## src/logic/cbh_pkg.sv

```systemverilog
// Purpose: shared constants and carriers for the comm board host bus interface
// Assumes: 20 bit local addresses, 24 bit system addresses, 16 bit data
// Notes: no timing constants are needed; each cycle but prom, latch, doorbell and hole ones runs until its ack, all on one clock
package cbh_pkg;
    localparam int LOC_AW = 20;
    localparam int SYS_AW = 24;
    localparam int DW = 16;
    localparam int IO_AW = 16;
    // quadrant select is the top two local address bits
    localparam logic [1:0] QUAD_RAM = 2'h0;
    localparam logic [1:0] QUAD_HANDLER = 2'h1;
    localparam logic [1:0] QUAD_WINDOW = 2'h2;
    localparam logic [1:0] QUAD_ROM = 2'h3;
    localparam int QUAD_LSB = 18;
    localparam int WIN_SEL_BIT = 17;
    localparam int WIN_OFS_W = 17;
    localparam int WIN_BASE_W = 8;
    localparam int SEG_SHIFT = 16;
    // internal registers sit at the very top of the rom quadrant
    localparam logic [LOC_AW-1:0] INTREG_BASE = 20'hfff00;
    // local io map
    localparam logic [IO_AW-1:0] SYS_IO_LO = 16'h0180;
    localparam logic [IO_AW-1:0] IO_WIN0_LATCH = 16'h0000;
    localparam logic [IO_AW-1:0] IO_WIN1_LATCH = 16'h0002;
    localparam logic [IO_AW-1:0] IO_DOORBELL = 16'h0004;
    localparam logic [IO_AW-1:0] IO_PROM_LO = 16'h0040;
    localparam logic [IO_AW-1:0] IO_PROM_HI = 16'h007f;
    localparam logic [IO_AW-1:0] IO_EXP_LO = 16'h0080;
    localparam logic [IO_AW-1:0] IO_EXP_HI = 16'h00ff;
    localparam int PROM_AW = 5;
    localparam int PROM_DEPTH = 32;
    // doorbell command values
    localparam logic [7:0] CMD_ONE = 8'h01;
    localparam logic [7:0] CMD_TWO = 8'h02;
    localparam logic [7:0] CMD_THREE = 8'h03;
    localparam logic [WIN_BASE_W-1:0] WIN_BASE_RST = 8'h00;
    localparam int DP_BLOCK_SHIFT = 17;
    localparam int DP_SEL_W = 7;

    typedef struct packed {
        logic req;
        logic we;
        logic io;
        logic word;
        logic [LOC_AW-1:0] addr;
        logic [DW-1:0] wdata;
    } cbh_loc_req_s;

    typedef struct packed {
        logic req;
        logic we;
        logic io;
        logic word;
        logic [SYS_AW-1:0] addr;
        logic [DW-1:0] wdata;
    } cbh_sys_req_s;

    typedef struct packed {
        logic ram;
        logic handler;
        logic rom;
        logic intreg;
        logic prom;
        logic exp_mod;
    } cbh_sel_s;
endpackage

```

## src/logic/cbh_prom.sv

```systemverilog
// Purpose: station address prom with registered read data
// Assumes: contents given as a parameter, checksum lives in the last bytes
// Notes: read latency one clock
`timescale 1ns/1ns
module cbh_prom #(
    parameter int AW = cbh_pkg::PROM_AW,
    parameter int DEPTH = cbh_pkg::PROM_DEPTH,
    parameter logic [DEPTH*8-1:0] INIT = '0
) (
    input wire logic ref_clk,
    input wire logic rst_n,
    input wire logic [AW-1:0] rd_addr,
    output logic [7:0] rd_data
);
    always_ff @(posedge ref_clk or negedge rst_n) begin
        if (!rst_n) begin
            rd_data <= 8'h00;
        end else begin
            rd_data <= INIT[rd_addr*8 +: 8];
        end
    end
endmodule

```

## src/logic/cbh_bridge.sv

```systemverilog
// Purpose: local bus decode, system bus windows, dual port slave and doorbell port
// Assumes: one-cycle strobes from local cpu and system bus, both synchronous to ref_clk
// Notes: system bus master cycle ends on sys_ack; arbitration by bus_req/bus_grant
// Operation
// low quadrant selects local ram
// second quadrant selects frame handler registers
// third quadrant holds two equal system windows
// top quadrant selects rom and internal registers
// windows reach whole 16 mb system memory
// window base 64 kb aligned, io latch
// up to 128 kb ram dual ported
// master drives 8/16 data, 24 address bits
// internal registers live in memory map
// local io 180h..ffffh becomes system io
// doorbell is system io and local io
// value 1: local clears host irq; host resets
// value 2: local raises host irq; host interrupts cpu
// value 3: local clears own irq; host clears host irq
// full system bus arbitration for mastership
// expansion connector 16 bit, 8 bit accepted
// frame handler dma reaches local ram directly
// station address prom readable by local io
// system slave decodes only the doorbell location
// irq latches hold until matching clear
// source by port; other values ignored
`timescale 1ns/1ns
module cbh_bridge #(
    parameter logic [cbh_pkg::IO_AW-1:0] DOORBELL_SYS_ADDR = 16'h0100,
    parameter logic [cbh_pkg::DP_SEL_W-1:0] DP_BASE_SEL = 7'h00,
    parameter logic [cbh_pkg::DP_SEL_W-1:0] DP_ENABLE = 7'h7f,
    parameter logic [cbh_pkg::PROM_DEPTH*8-1:0] PROM_INIT = '0
) (
    input wire logic ref_clk,
    input wire logic rst_n,
    input wire cbh_pkg::cbh_loc_req_s loc_req,
    output logic [cbh_pkg::DW-1:0] loc_rdata,
    output logic loc_ready,
    input wire logic dma_req,
    input wire logic dma_we,
    input wire logic [cbh_pkg::QUAD_LSB-1:0] dma_addr,
    output logic dma_grant,
    output cbh_pkg::cbh_sel_s dev_sel,
    output logic [cbh_pkg::LOC_AW-1:0] dev_addr,
    output logic dev_we,
    output logic [cbh_pkg::DW-1:0] dev_wdata,
    output logic dev_byte,
    input wire logic [cbh_pkg::DW-1:0] dev_rdata,
    input wire logic dev_ack,
    input wire logic exp_mod_8bit,
    output logic bus_req,
    input wire logic bus_grant,
    input wire logic bus_busy_in,
    output logic bus_busy_out,
    output cbh_pkg::cbh_sys_req_s sys_mreq,
    input wire logic [cbh_pkg::DW-1:0] sys_mrdata,
    input wire logic sys_ack,
    input wire cbh_pkg::cbh_sys_req_s sys_sreq,
    output logic sys_sel_ram,
    output logic [cbh_pkg::QUAD_LSB-1:0] sys_ram_addr,
    output logic sys_slave_ack,
    output logic host_irq,
    output logic cpu_irq,
    output logic board_reset
);
    typedef enum logic [3:0] {
        ST_IDLE = 4'b0001,
        ST_ARB = 4'b0010,
        ST_XFER = 4'b0100,
        ST_LOCAL = 4'b1000
    } cbh_state_e;

    localparam int AW = cbh_pkg::LOC_AW;
    localparam int QL = cbh_pkg::QUAD_LSB;

    cbh_state_e state_q;
    cbh_pkg::cbh_loc_req_s held_q;
    logic [cbh_pkg::WIN_BASE_W-1:0] win_base_q [2];
    logic host_irq_q;
    logic cpu_irq_q;
    logic board_reset_q;
    logic prom_cycle_q;
    logic [7:0] prom_rdata;

    function automatic logic [1:0] quad_of(input logic [AW-1:0] a);
        return a[AW-1:QL];
    endfunction

    function automatic logic in_range(input logic [cbh_pkg::IO_AW-1:0] a,
                                      input logic [cbh_pkg::IO_AW-1:0] lo,
                                      input logic [cbh_pkg::IO_AW-1:0] hi);
        return (a >= lo) && (a <= hi);
    endfunction

    // local request classification
    logic [cbh_pkg::IO_AW-1:0] io_a;
    logic is_sys_io;
    logic is_win;
    logic is_doorbell_wr;
    logic is_latch_wr [2];
    logic to_sys;
    logic win_idx;
    logic [cbh_pkg::SYS_AW-1:0] win_addr;
    always_comb begin
        io_a = loc_req.addr[cbh_pkg::IO_AW-1:0];
        is_sys_io = loc_req.io && in_range(io_a, cbh_pkg::SYS_IO_LO, 16'hffff);
        is_win = !loc_req.io && quad_of(loc_req.addr) == cbh_pkg::QUAD_WINDOW;
        is_doorbell_wr = loc_req.io && loc_req.we && io_a == cbh_pkg::IO_DOORBELL;
        is_latch_wr[0] = loc_req.io && loc_req.we && io_a == cbh_pkg::IO_WIN0_LATCH;
        is_latch_wr[1] = loc_req.io && loc_req.we && io_a == cbh_pkg::IO_WIN1_LATCH;
        to_sys = is_sys_io || is_win;
        win_idx = loc_req.addr[cbh_pkg::WIN_SEL_BIT];
        // base in 64 kb steps plus 128 kb offset reaches all 24 bits; see
        win_addr = {win_base_q[win_idx], {cbh_pkg::SEG_SHIFT{1'b0}}}
                   + {7'h00, loc_req.addr[cbh_pkg::WIN_OFS_W-1:0]};
    end

    // window base latches, one per window
    generate
        for (genvar w = 0; w < 2; w++) begin : g_win
            always_ff @(posedge ref_clk or negedge rst_n) begin
                if (!rst_n) begin
                    win_base_q[w] <= cbh_pkg::WIN_BASE_RST;
                end else if (loc_req.req && state_q == ST_IDLE && is_latch_wr[w]) begin
                    win_base_q[w] <= loc_req.wdata[cbh_pkg::WIN_BASE_W-1:0];
                end
            end
        end
    endgenerate

    // main local cycle sequencer
    always_ff @(posedge ref_clk or negedge rst_n) begin
        if (!rst_n) begin
            state_q <= ST_IDLE;
            held_q <= '0;
            sys_mreq <= '0;
            bus_req <= 1'b0;
            bus_busy_out <= 1'b0;
            loc_ready <= 1'b0;
            loc_rdata <= '0;
            dev_sel <= '0;
            dev_addr <= '0;
            dev_we <= 1'b0;
            dev_wdata <= '0;
            dev_byte <= 1'b0;
            prom_cycle_q <= 1'b0;
        end else begin
            loc_ready <= 1'b0;
            prom_cycle_q <= 1'b0;
            unique case (state_q)
                ST_IDLE: begin
                    if (loc_req.req) begin
                        held_q <= loc_req;
                        dev_addr <= loc_req.addr;
                        dev_we <= loc_req.we;
                        dev_wdata <= loc_req.wdata;
                        if (to_sys) begin
                            bus_req <= 1'b1;
                            sys_mreq.we <= loc_req.we;
                            sys_mreq.io <= loc_req.io;
                            sys_mreq.word <= loc_req.word;
                            sys_mreq.wdata <= loc_req.wdata;
                            sys_mreq.addr <= loc_req.io ? {8'h00, io_a} : win_addr;
                            state_q <= ST_ARB;
                        end else if (loc_req.io) begin
                            if (in_range(io_a, cbh_pkg::IO_PROM_LO, cbh_pkg::IO_PROM_HI)) begin
                                dev_sel.prom <= 1'b1;
                                prom_cycle_q <= 1'b1;
                                state_q <= ST_LOCAL;
                            end else if (in_range(io_a, cbh_pkg::IO_EXP_LO,
                                                  cbh_pkg::IO_EXP_HI)) begin
                                dev_sel.exp_mod <= 1'b1;
                                dev_byte <= exp_mod_8bit | !loc_req.word;
                                state_q <= ST_LOCAL;
                            end else begin
                                // latches, doorbell and holes finish at once
                                loc_rdata <= '0;
                                loc_ready <= 1'b1;
                            end
                        end else begin
                            unique case (quad_of(loc_req.addr))
                                cbh_pkg::QUAD_RAM: dev_sel.ram <= 1'b1;
                                cbh_pkg::QUAD_HANDLER: dev_sel.handler <= 1'b1;
                                cbh_pkg::QUAD_ROM: begin
                                    // internal regs in memory space keep io free; see
                                    if (loc_req.addr >= cbh_pkg::INTREG_BASE) begin
                                        dev_sel.intreg <= 1'b1;
                                    end else begin
                                        dev_sel.rom <= 1'b1;
                                    end
                                end
                                cbh_pkg::QUAD_WINDOW: dev_sel.ram <= 1'b0;
                            endcase
                            dev_byte <= !loc_req.word;
                            state_q <= ST_LOCAL;
                        end
                    end
                end
                ST_ARB: begin
                    // wait for grant and a free bus before driving a cycle
                    if (bus_grant && !bus_busy_in) begin
                        bus_busy_out <= 1'b1;
                        sys_mreq.req <= 1'b1;
                        state_q <= ST_XFER;
                    end
                end
                ST_XFER: begin
                    sys_mreq.req <= 1'b0;
                    if (sys_ack) begin
                        loc_rdata <= sys_mreq.word ? sys_mrdata : {8'h00, sys_mrdata[7:0]};
                        loc_ready <= 1'b1;
                        bus_req <= 1'b0;
                        bus_busy_out <= 1'b0;
                        state_q <= ST_IDLE;
                    end
                end
                ST_LOCAL: begin
                    if (dev_sel.prom && !prom_cycle_q) begin
                        loc_rdata <= {8'h00, prom_rdata};
                        loc_ready <= 1'b1;
                        dev_sel <= '0;
                        state_q <= ST_IDLE;
                    end else if (!dev_sel.prom && dev_ack) begin
                        // 8 bit module data sits in the low lane only
                        loc_rdata <= dev_byte ? {8'h00, dev_rdata[7:0]} : dev_rdata;
                        loc_ready <= 1'b1;
                        dev_sel <= '0;
                        state_q <= ST_IDLE;
                    end
                end
                default: state_q <= ST_IDLE;
            endcase
        end
    end

    cbh_prom #(
        .AW(cbh_pkg::PROM_AW),
        .DEPTH(cbh_pkg::PROM_DEPTH),
        .INIT(PROM_INIT)
    ) u_prom (
        .ref_clk(ref_clk),
        .rst_n(rst_n),
        .rd_addr(held_q.addr[cbh_pkg::PROM_AW-1:0]),
        .rd_data(prom_rdata)
    );

    // frame handler dma to local ram, granted only when the cpu is not on it
    always_ff @(posedge ref_clk or negedge rst_n) begin
        if (!rst_n) begin
            dma_grant <= 1'b0;
        end else begin
            dma_grant <= dma_req && !(state_q == ST_LOCAL && dev_sel.ram);
        end
    end

    // system bus slave: dual port ram and the single doorbell location
    logic sreq_dp;
    logic sreq_bell;
    logic [cbh_pkg::DP_SEL_W-1:0] dp_blk;
    always_comb begin
        dp_blk = sys_sreq.addr[cbh_pkg::SYS_AW-1:cbh_pkg::DP_BLOCK_SHIFT];
        sreq_dp = sys_sreq.req && !sys_sreq.io && (dp_blk & DP_ENABLE) == DP_BASE_SEL;
        sreq_bell = sys_sreq.req && sys_sreq.io
                    && sys_sreq.addr[cbh_pkg::IO_AW-1:0] == DOORBELL_SYS_ADDR;
    end

    always_ff @(posedge ref_clk or negedge rst_n) begin
        if (!rst_n) begin
            sys_sel_ram <= 1'b0;
            sys_ram_addr <= '0;
            sys_slave_ack <= 1'b0;
        end else begin
            sys_sel_ram <= sreq_dp;
            sys_ram_addr <= {1'b0, sys_sreq.addr[cbh_pkg::DP_BLOCK_SHIFT-1:0]};
            sys_slave_ack <= sreq_dp || sreq_bell;
        end
    end

    // doorbell command decode; source is known by the port it came in on
    logic loc_bell;
    logic [7:0] loc_val;
    logic [7:0] host_val;
    always_comb begin
        loc_bell = loc_req.req && state_q == ST_IDLE && is_doorbell_wr;
        loc_val = loc_bell ? loc_req.wdata[7:0] : 8'h00;
        host_val = (sreq_bell && sys_sreq.we) ? sys_sreq.wdata[7:0] : 8'h00;
    end

    // host irq: set wins if local sets while host clears
    always_ff @(posedge ref_clk or negedge rst_n) begin
        if (!rst_n) begin
            host_irq_q <= 1'b0;
        end else if (loc_val == cbh_pkg::CMD_TWO) begin
            host_irq_q <= 1'b1;
        end else if (loc_val == cbh_pkg::CMD_ONE || host_val == cbh_pkg::CMD_THREE) begin
            host_irq_q <= 1'b0;
        end
    end

    always_ff @(posedge ref_clk or negedge rst_n) begin
        if (!rst_n) begin
            cpu_irq_q <= 1'b0;
        end else if (host_val == cbh_pkg::CMD_TWO) begin
            cpu_irq_q <= 1'b1;
        end else if (loc_val == cbh_pkg::CMD_THREE) begin
            cpu_irq_q <= 1'b0;
        end
    end

    // one-cycle board reset pulse; outside logic stretches it as needed
    always_ff @(posedge ref_clk or negedge rst_n) begin
        if (!rst_n) begin
            board_reset_q <= 1'b0;
        end else begin
            board_reset_q <= host_val == cbh_pkg::CMD_ONE;
        end
    end

    assign host_irq = host_irq_q;
    assign cpu_irq = cpu_irq_q;
    assign board_reset = board_reset_q;
endmodule

```

## config.mk

```make
export PLATFORM = sky130hd
export DESIGN_NAME = cbh_bridge
export DESIGN_NICKNAME = d
export VERILOG_FILES = /design/src/logic/cbh_pkg.sv /design/src/logic/cbh_prom.sv /design/src/logic/cbh_bridge.sv
export SDC_FILE = /design/constraint.sdc
export NUM_CORES = 1
export LEC_CHECK = 0
export BUFFER_PORTS_ARGS = -buffer_cell sky130_fd_sc_hd__buf_2
export CAP_MARGIN = 20
export CORE_ASPECT_RATIO = 0.75
export CORE_MARGIN = 4
export CORE_UTILIZATION = 40
export CTS_BUF_LIST = sky130_fd_sc_hd__clkbuf_8 sky130_fd_sc_hd__clkbuf_16
export DETAILED_ROUTE_END_ITERATION = 8
export HOLD_SLACK_MARGIN = 0.15
export PLACE_DENSITY = 0.77
export SLEW_MARGIN = 5
export SYNTH_ARGS = -nofsm -noshare
export SYNTH_HDL_FRONTEND = slang
export SYNTH_SLANG_ARGS = --single-unit
```

## constraint.sdc

```tcl
create_clock -name ref_clk -period 6.1 [get_ports ref_clk]
set_input_delay 0.305 -clock ref_clk [delete_from_list [all_inputs] [get_ports ref_clk]]
set_output_delay 0.305 -clock ref_clk [all_outputs]
set_load 0.02 [all_outputs]
```

# ---- Yosys cells after proc, flatten, opt, wreduce, memory -nomap -nowiden
# Cells that the tools add are included.
dict set report totals {
  register_bits 159
  input_bits 143
  output_inout_bits 131
  wordCells 207
}
dict set report classes {
  addsub 1
  magnitude_cmp 8
  eq_ne 36
  shift 1
  mux 70
  n_bitwise 3
  reduce_logical 56
}
# cell count
set ops {}
lappend ops {{variable part select 256 x 9 -> 8 bit, first input constant} 1}
lappend ops {{2-to-1 mux 16 bit} 10}
lappend ops {{case mux 16 bit (3 select lines)} 1}
lappend ops {{2-to-1 mux 4 bit} 10}
lappend ops {{2-to-1 mux 8 bit} 5}
lappend ops {{equality test 8 x 2 -> 1 bit, second input constant} 4}
lappend ops {{2-to-1 mux 1 bit} 30}
lappend ops {{inequality test 2 bit, second input constant} 14}
lappend ops {{adder 24 x 17 -> 24 bit} 1}
lappend ops {{2-to-1 mux 24 bit} 1}
lappend ops {{2-to-1 mux 6 bit} 4}
lappend ops {{logical AND 1 bit} 23}
lappend ops {{AND reduction 7 bit} 3}
lappend ops {{greater-or-equal comparator 20 bit, second input constant} 1}
lappend ops {{AND reduction 6 bit} 3}
lappend ops {{equality test 16 x 2 -> 1 bit, second input constant} 1}
lappend ops {{equality test 16 x 3 -> 1 bit, second input constant} 1}
lappend ops {{equality test 16 x 9 -> 1 bit, second input constant} 1}
lappend ops {{equality test 8 x 1 -> 1 bit, second input constant} 2}
lappend ops {{greater-or-equal comparator 16 x 7 -> 1 bit, second input constant} 1}
lappend ops {{greater-or-equal comparator 16 x 8 -> 1 bit, second input constant} 1}
lappend ops {{greater-or-equal comparator 16 x 9 -> 1 bit, second input constant} 1}
lappend ops {{less-or-equal comparator 16 bit, second input constant} 1}
lappend ops {{less-or-equal comparator 16 x 7 -> 1 bit, second input constant} 1}
lappend ops {{32 further kinds} 54}

# ---- Depth between registers and ports, before layout
dict set report logic_depth {
  ltp_word 8
  mapped_depth 8
  mapped_depth_nobuf 7
}

# ---- Cells and area by module
# Synthesis repeated with hierarchy kept, for this count alone.
dict set report unflattened {
  hier_cells 492
  area_unflattened_um2 6471.2
}
# mod instances cells_per_inst area_each_um2 seq_area_each_um2
set modules_own_cells {}
lappend modules_own_cells {cbh_bridge 1 483 6407.4 3779.9}
lappend modules_own_cells {cbh_prom 1 9 63.8 0.0}

# ---- Worst setup path after synthesis
# No wires, ideal clock.
dict set report synth_timing {
  path_kind {register to register}
  startpoint {register state_q[0]}
  endpoint {register win_base_q[0] in the netlist's numbering}
  setup_time_ns 0.125
  arrival_ns 2.225
  required_time_ns 5.975
  slack_ns 3.750
  stages_incl_launch_ff 6
  path_buffers 0
  synth_period_minus_slack_ns 2.350
  cell_sequence {dfstp_2 nor4b_4 nand2_4 or3_4 nor4b_4 mux2_2}
}
dict set report synth_via {
  elab_chain_cells 3
}
# element line_no
set synth_lines {}
lappend synth_lines {{start: declaration} cbh_bridge.sv:75} ;# cbh_state_e state_q;
lappend synth_lines {{start signal: assignment} cbh_bridge.sv:133} ;# state_q <= ST_IDLE;
lappend synth_lines {{start signal: assignment} cbh_bridge.sv:163} ;# state_q <= ST_ARB;
lappend synth_lines {{start signal: assignment} cbh_bridge.sv:168} ;# state_q <= ST_LOCAL;
lappend synth_lines {{equality test 4 x 1 -> 1 bit} cbh_bridge.sv:123} ;# end else if (loc_req.req && state_q == ST_IDLE && is_latch_wr[w]) begin
lappend synth_lines {{logical AND 1 bit (2 in series)} cbh_bridge.sv:123}
lappend synth_lines {{end signal: indexed assignment} cbh_bridge.sv:122} ;# win_base_q[w] <= cbh_pkg::WIN_BASE_RST;
lappend synth_lines {{end signal: indexed assignment} cbh_bridge.sv:124} ;# win_base_q[w] <= loc_req.wdata[cbh_pkg::WIN_BASE_W-1:0];
lappend synth_lines {{end: declaration} cbh_bridge.sv:77} ;# logic [cbh_pkg::WIN_BASE_W-1:0] win_base_q [2];
# No other way between the ends.
# A chain may end at the register's enable or synchronous reset.

# ---- Worst setup path in the final report
dict set report layout_timing {
  startpoint {register state_q[0]}
  endpoint {register win_base_q[2] in the netlist's numbering}
}
# The elaborated chain is that of the path after synthesis.

==> impl_metrics.tcl <==
set metrics [dict create \
    status "complete, no violations" \
    antenna_found_initial 1 \
    syn_inst 494 \
    areaGrowthSynthToFinish_pct 39.6 \
    cp-endpoint "win_base_q[2]" \
    worst_slew_pin_slew_ns 0.977 \
    maxCapViolations 0 \
    timing.critical_path.required_ns 6.40 \
    ys_seq_area_share_pct 61.1 \
    synth_compound_area_share_pct 8.11 \
    max-slew-margin-rel_pct 33.9 \
    synth-main-ff-cell "dfrtp_1" \
    drv_slew 0 \
    synth_top_family_by_area "multiplexers" \
    synth_seq_cells 151 \
    grt.overflow.total 0 \
    max_freq_ghz 0.318 \
    die_area_um2 17500 \
    fin_crit_ns 3.14 \
    cp_data_arrival_time_ns 3.44 \
    grt_use_total_pct 20.2 \
    fin_crit_sh_pct 51.5 \
    cp-start-kind "flip-flop" \
    ir_drop_v 0.000259 \
    cts_root_buffer "clkbuf_16" \
    die_width_um 152 \
    cts_resized 0 \
    synth-edff-count 0 \
    gp_congestion 0.746 \
    crit_fanout 45 \
    syn-num-nets 639 \
    postCtsHoldBufs 39 \
    die_h_um 116 \
    core-area_um2 15200 \
    postRouteAntennaNets 0 \
    place.detailed.hpwl_um 12300 \
    hold_start "loc_req[29]" \
    synth_most_common_cell "dfrtp_1" \
    r2r-start "state_q[0]" \
    cts_tree "built" \
    worstPathCellList "nor4b_4, nand2_4, or3_4, nor4b_4, mux2_2" \
    yosys.area_share.simple_pct 13.1 \
    p_leak_nw 4.24 \
    powerDensity_nw_per_um2 455 \
    synth.top_cell.area_share_pct 60.7 \
    critPathSlowestCell "dfstp_2" \
    setup_viol 0 \
    clock-sinks 151 \
    netlist_top_cells_count "150 x dfrtp_1, 76 x mux2_2, 63 x nand2_1" \
    clock_latency_ns 0.42 \
    final_area_um2 8640 \
    yosysWarningCount 0 \
    rows 39 \
    route.vias.total 4971 \
    routed_via_density 4.97 \
    cts_setup_buffers 0 \
    cts_buffers 17 \
    skew_ns 0.0111 \
    final_layout_size_suffix_gt1_share_pct 46.8 \
    timing.rr.end "win_base_q[2]" \
    post_drt_wl_per_cell_um 17.5 \
    synthAdderAreaFrac_pct 0.404 \
    synth_cell_types 52 \
    synth_xor_xnor_area_share_pct 0.849 \
    hold_violations 0 \
    grt_pass1_vias 5129 \
    worst-path-buf-inv 0 \
    synth_area_um2 6190 \
    grt_pass1_wl_um 27200 \
    grt_max_degree 88 \
    antennaDiodeCount 0 \
    crit_type "reg2reg" \
    path_delay_family "simple AND/OR/NAND/NOR gates" \
    fin_nets 927 \
    slowest_delay_ns 0.58 \
    hp-class "in2reg" \
    synth_area_per_cell_um2 12.5 \
    reg2regPathDepth 5 \
    cp-end-kind "flip-flop" \
    drt-initial-drc-count 229 \
    routed_wl_um 17500 \
    drc 0 \
    crit_cells 5 \
    htree_levels 4 \
    synth_mux_area_share_pct 15.0 \
    setup.worst_path.start "state_q[0]" \
    grt_setup_unrepaired "false" \
    place_area_um2 7650 \
    path_common_cell "nor4b_4" \
    initial_core_util_pct 40.8 \
    cts.reportedPaths.clkPinSlew_ns 0.07 \
    fin_setup_tns_ns 0 \
    drt_first_pass_iters 4 \
    synth_largest_area_cell "dfrtp_1" \
    yosys-top-cells-area "dfrtp_1 61%, mux2_2 14%, nand2_1 3.8%" \
    numPortBuffers 244 \
    synthArstFlopShare_pct 100 \
    max-clock-path-buffers 2 \
    ff2ff_setup_slack_ns 2.96 \
    pin_count 274 \
]
## registers in the layout (all words and copies together), names as in the netlist, 4 cells and up
name and cells:
sys_ram_addr 17, dev_wdata 16, sys_mreq 44, held_q 20, state_q 4, dev_sel 6
loc_rdata 16, win_base_q 16
## worst min-delay path by stage
stage / slack, ns / cells after the start / endpoint
3_3_place_gp: 0.42 / 1 / dev_wdata[13]
4_1_cts: 0.16 / 2 / sys_mreq[29]
6_report: 0.18 / 2 / sys_mreq[29]
3_5_place_dp: 0.42 / 1 / sys_ram_addr[16]
5_1_grt: 0.17 / 2 / sys_mreq[27]
2_1_floorplan: 0.009 / 0 / board_reset
## metrics by stage
step	setup WS, ns	util (%)	total power, mW	instances	hold slack, ns
final	2.96	56.9	3.93	1000	0.177
after global routing	2.73	56.9	4.16	1000	0.166
after CTS	2.94	56.8	3.97	999	0.157
after detailed placement	2.95	50.4	2.92	928	0.419
after global placement	3.00	50.4	2.87	928	0.416
after floorplan	3.75	-	2.37	494	0.00941
## cells in the final DEF, fill, tap and decap left out, types with 4 or more instances in the layout
master	instances
buf_2	243
dfrtp_1	150
mux2_2	76
nand2_1	62
dlygate4sd3_1	39
nor2_1	27
a21oi_1	26
clkbuf_16	17
a22oi_1	16
o21ai_0	13
nor4_1	8
o31ai_1	8
mux2i_1	7
nor4b_1	6
nand2b_1	5
clkinv_4	5
inv_6	5
inv_1	4
nor3_1	4
nor2b_1	4
nand4_1	4
## cell type report
type	count	area [µm²]
Clock buffer	17	425
Clock inverter	15	161
Fill cell	1293	6540
Inverter	4	15.0
Multi-Input combinational cell	321	2350
Sequential cell	151	3780
Tap cell	205	256
Timing Repair Buffer	287	1650
## cells by family (layout without fill, tap and decap cells)
| logic type | after synthesis | count (layout) |
|---|---|---|
| other | 1 | 1 |
| buffers and inverters | 22 | 323 |
| AOI/OAI and AO/OA | 79 | 79 |
| adders and majority gates | 2 | 2 |
| DFF | 151 | 151 |
| muxes | 83 | 83 |
| xor gates and xnor gates | 6 | 6 |
| and+or+nand+nor | 150 | 150 |
## layer usage
layer	vias up	wire [µm]	global-route usage (%)
li1	2367	-	-
met1	2386	7390	25.7
met2	196	8320	33.0
met3	20	1570	7.31
met4	2	250	5.75
met5	-	7	0
## power breakdown
group	internal, mW	switching [mW]
clock	0.579	0.452
combinational	0.542	0.854
sequential	1.33	0.172
Note: power is estimated with default switching activity, not from simulation.
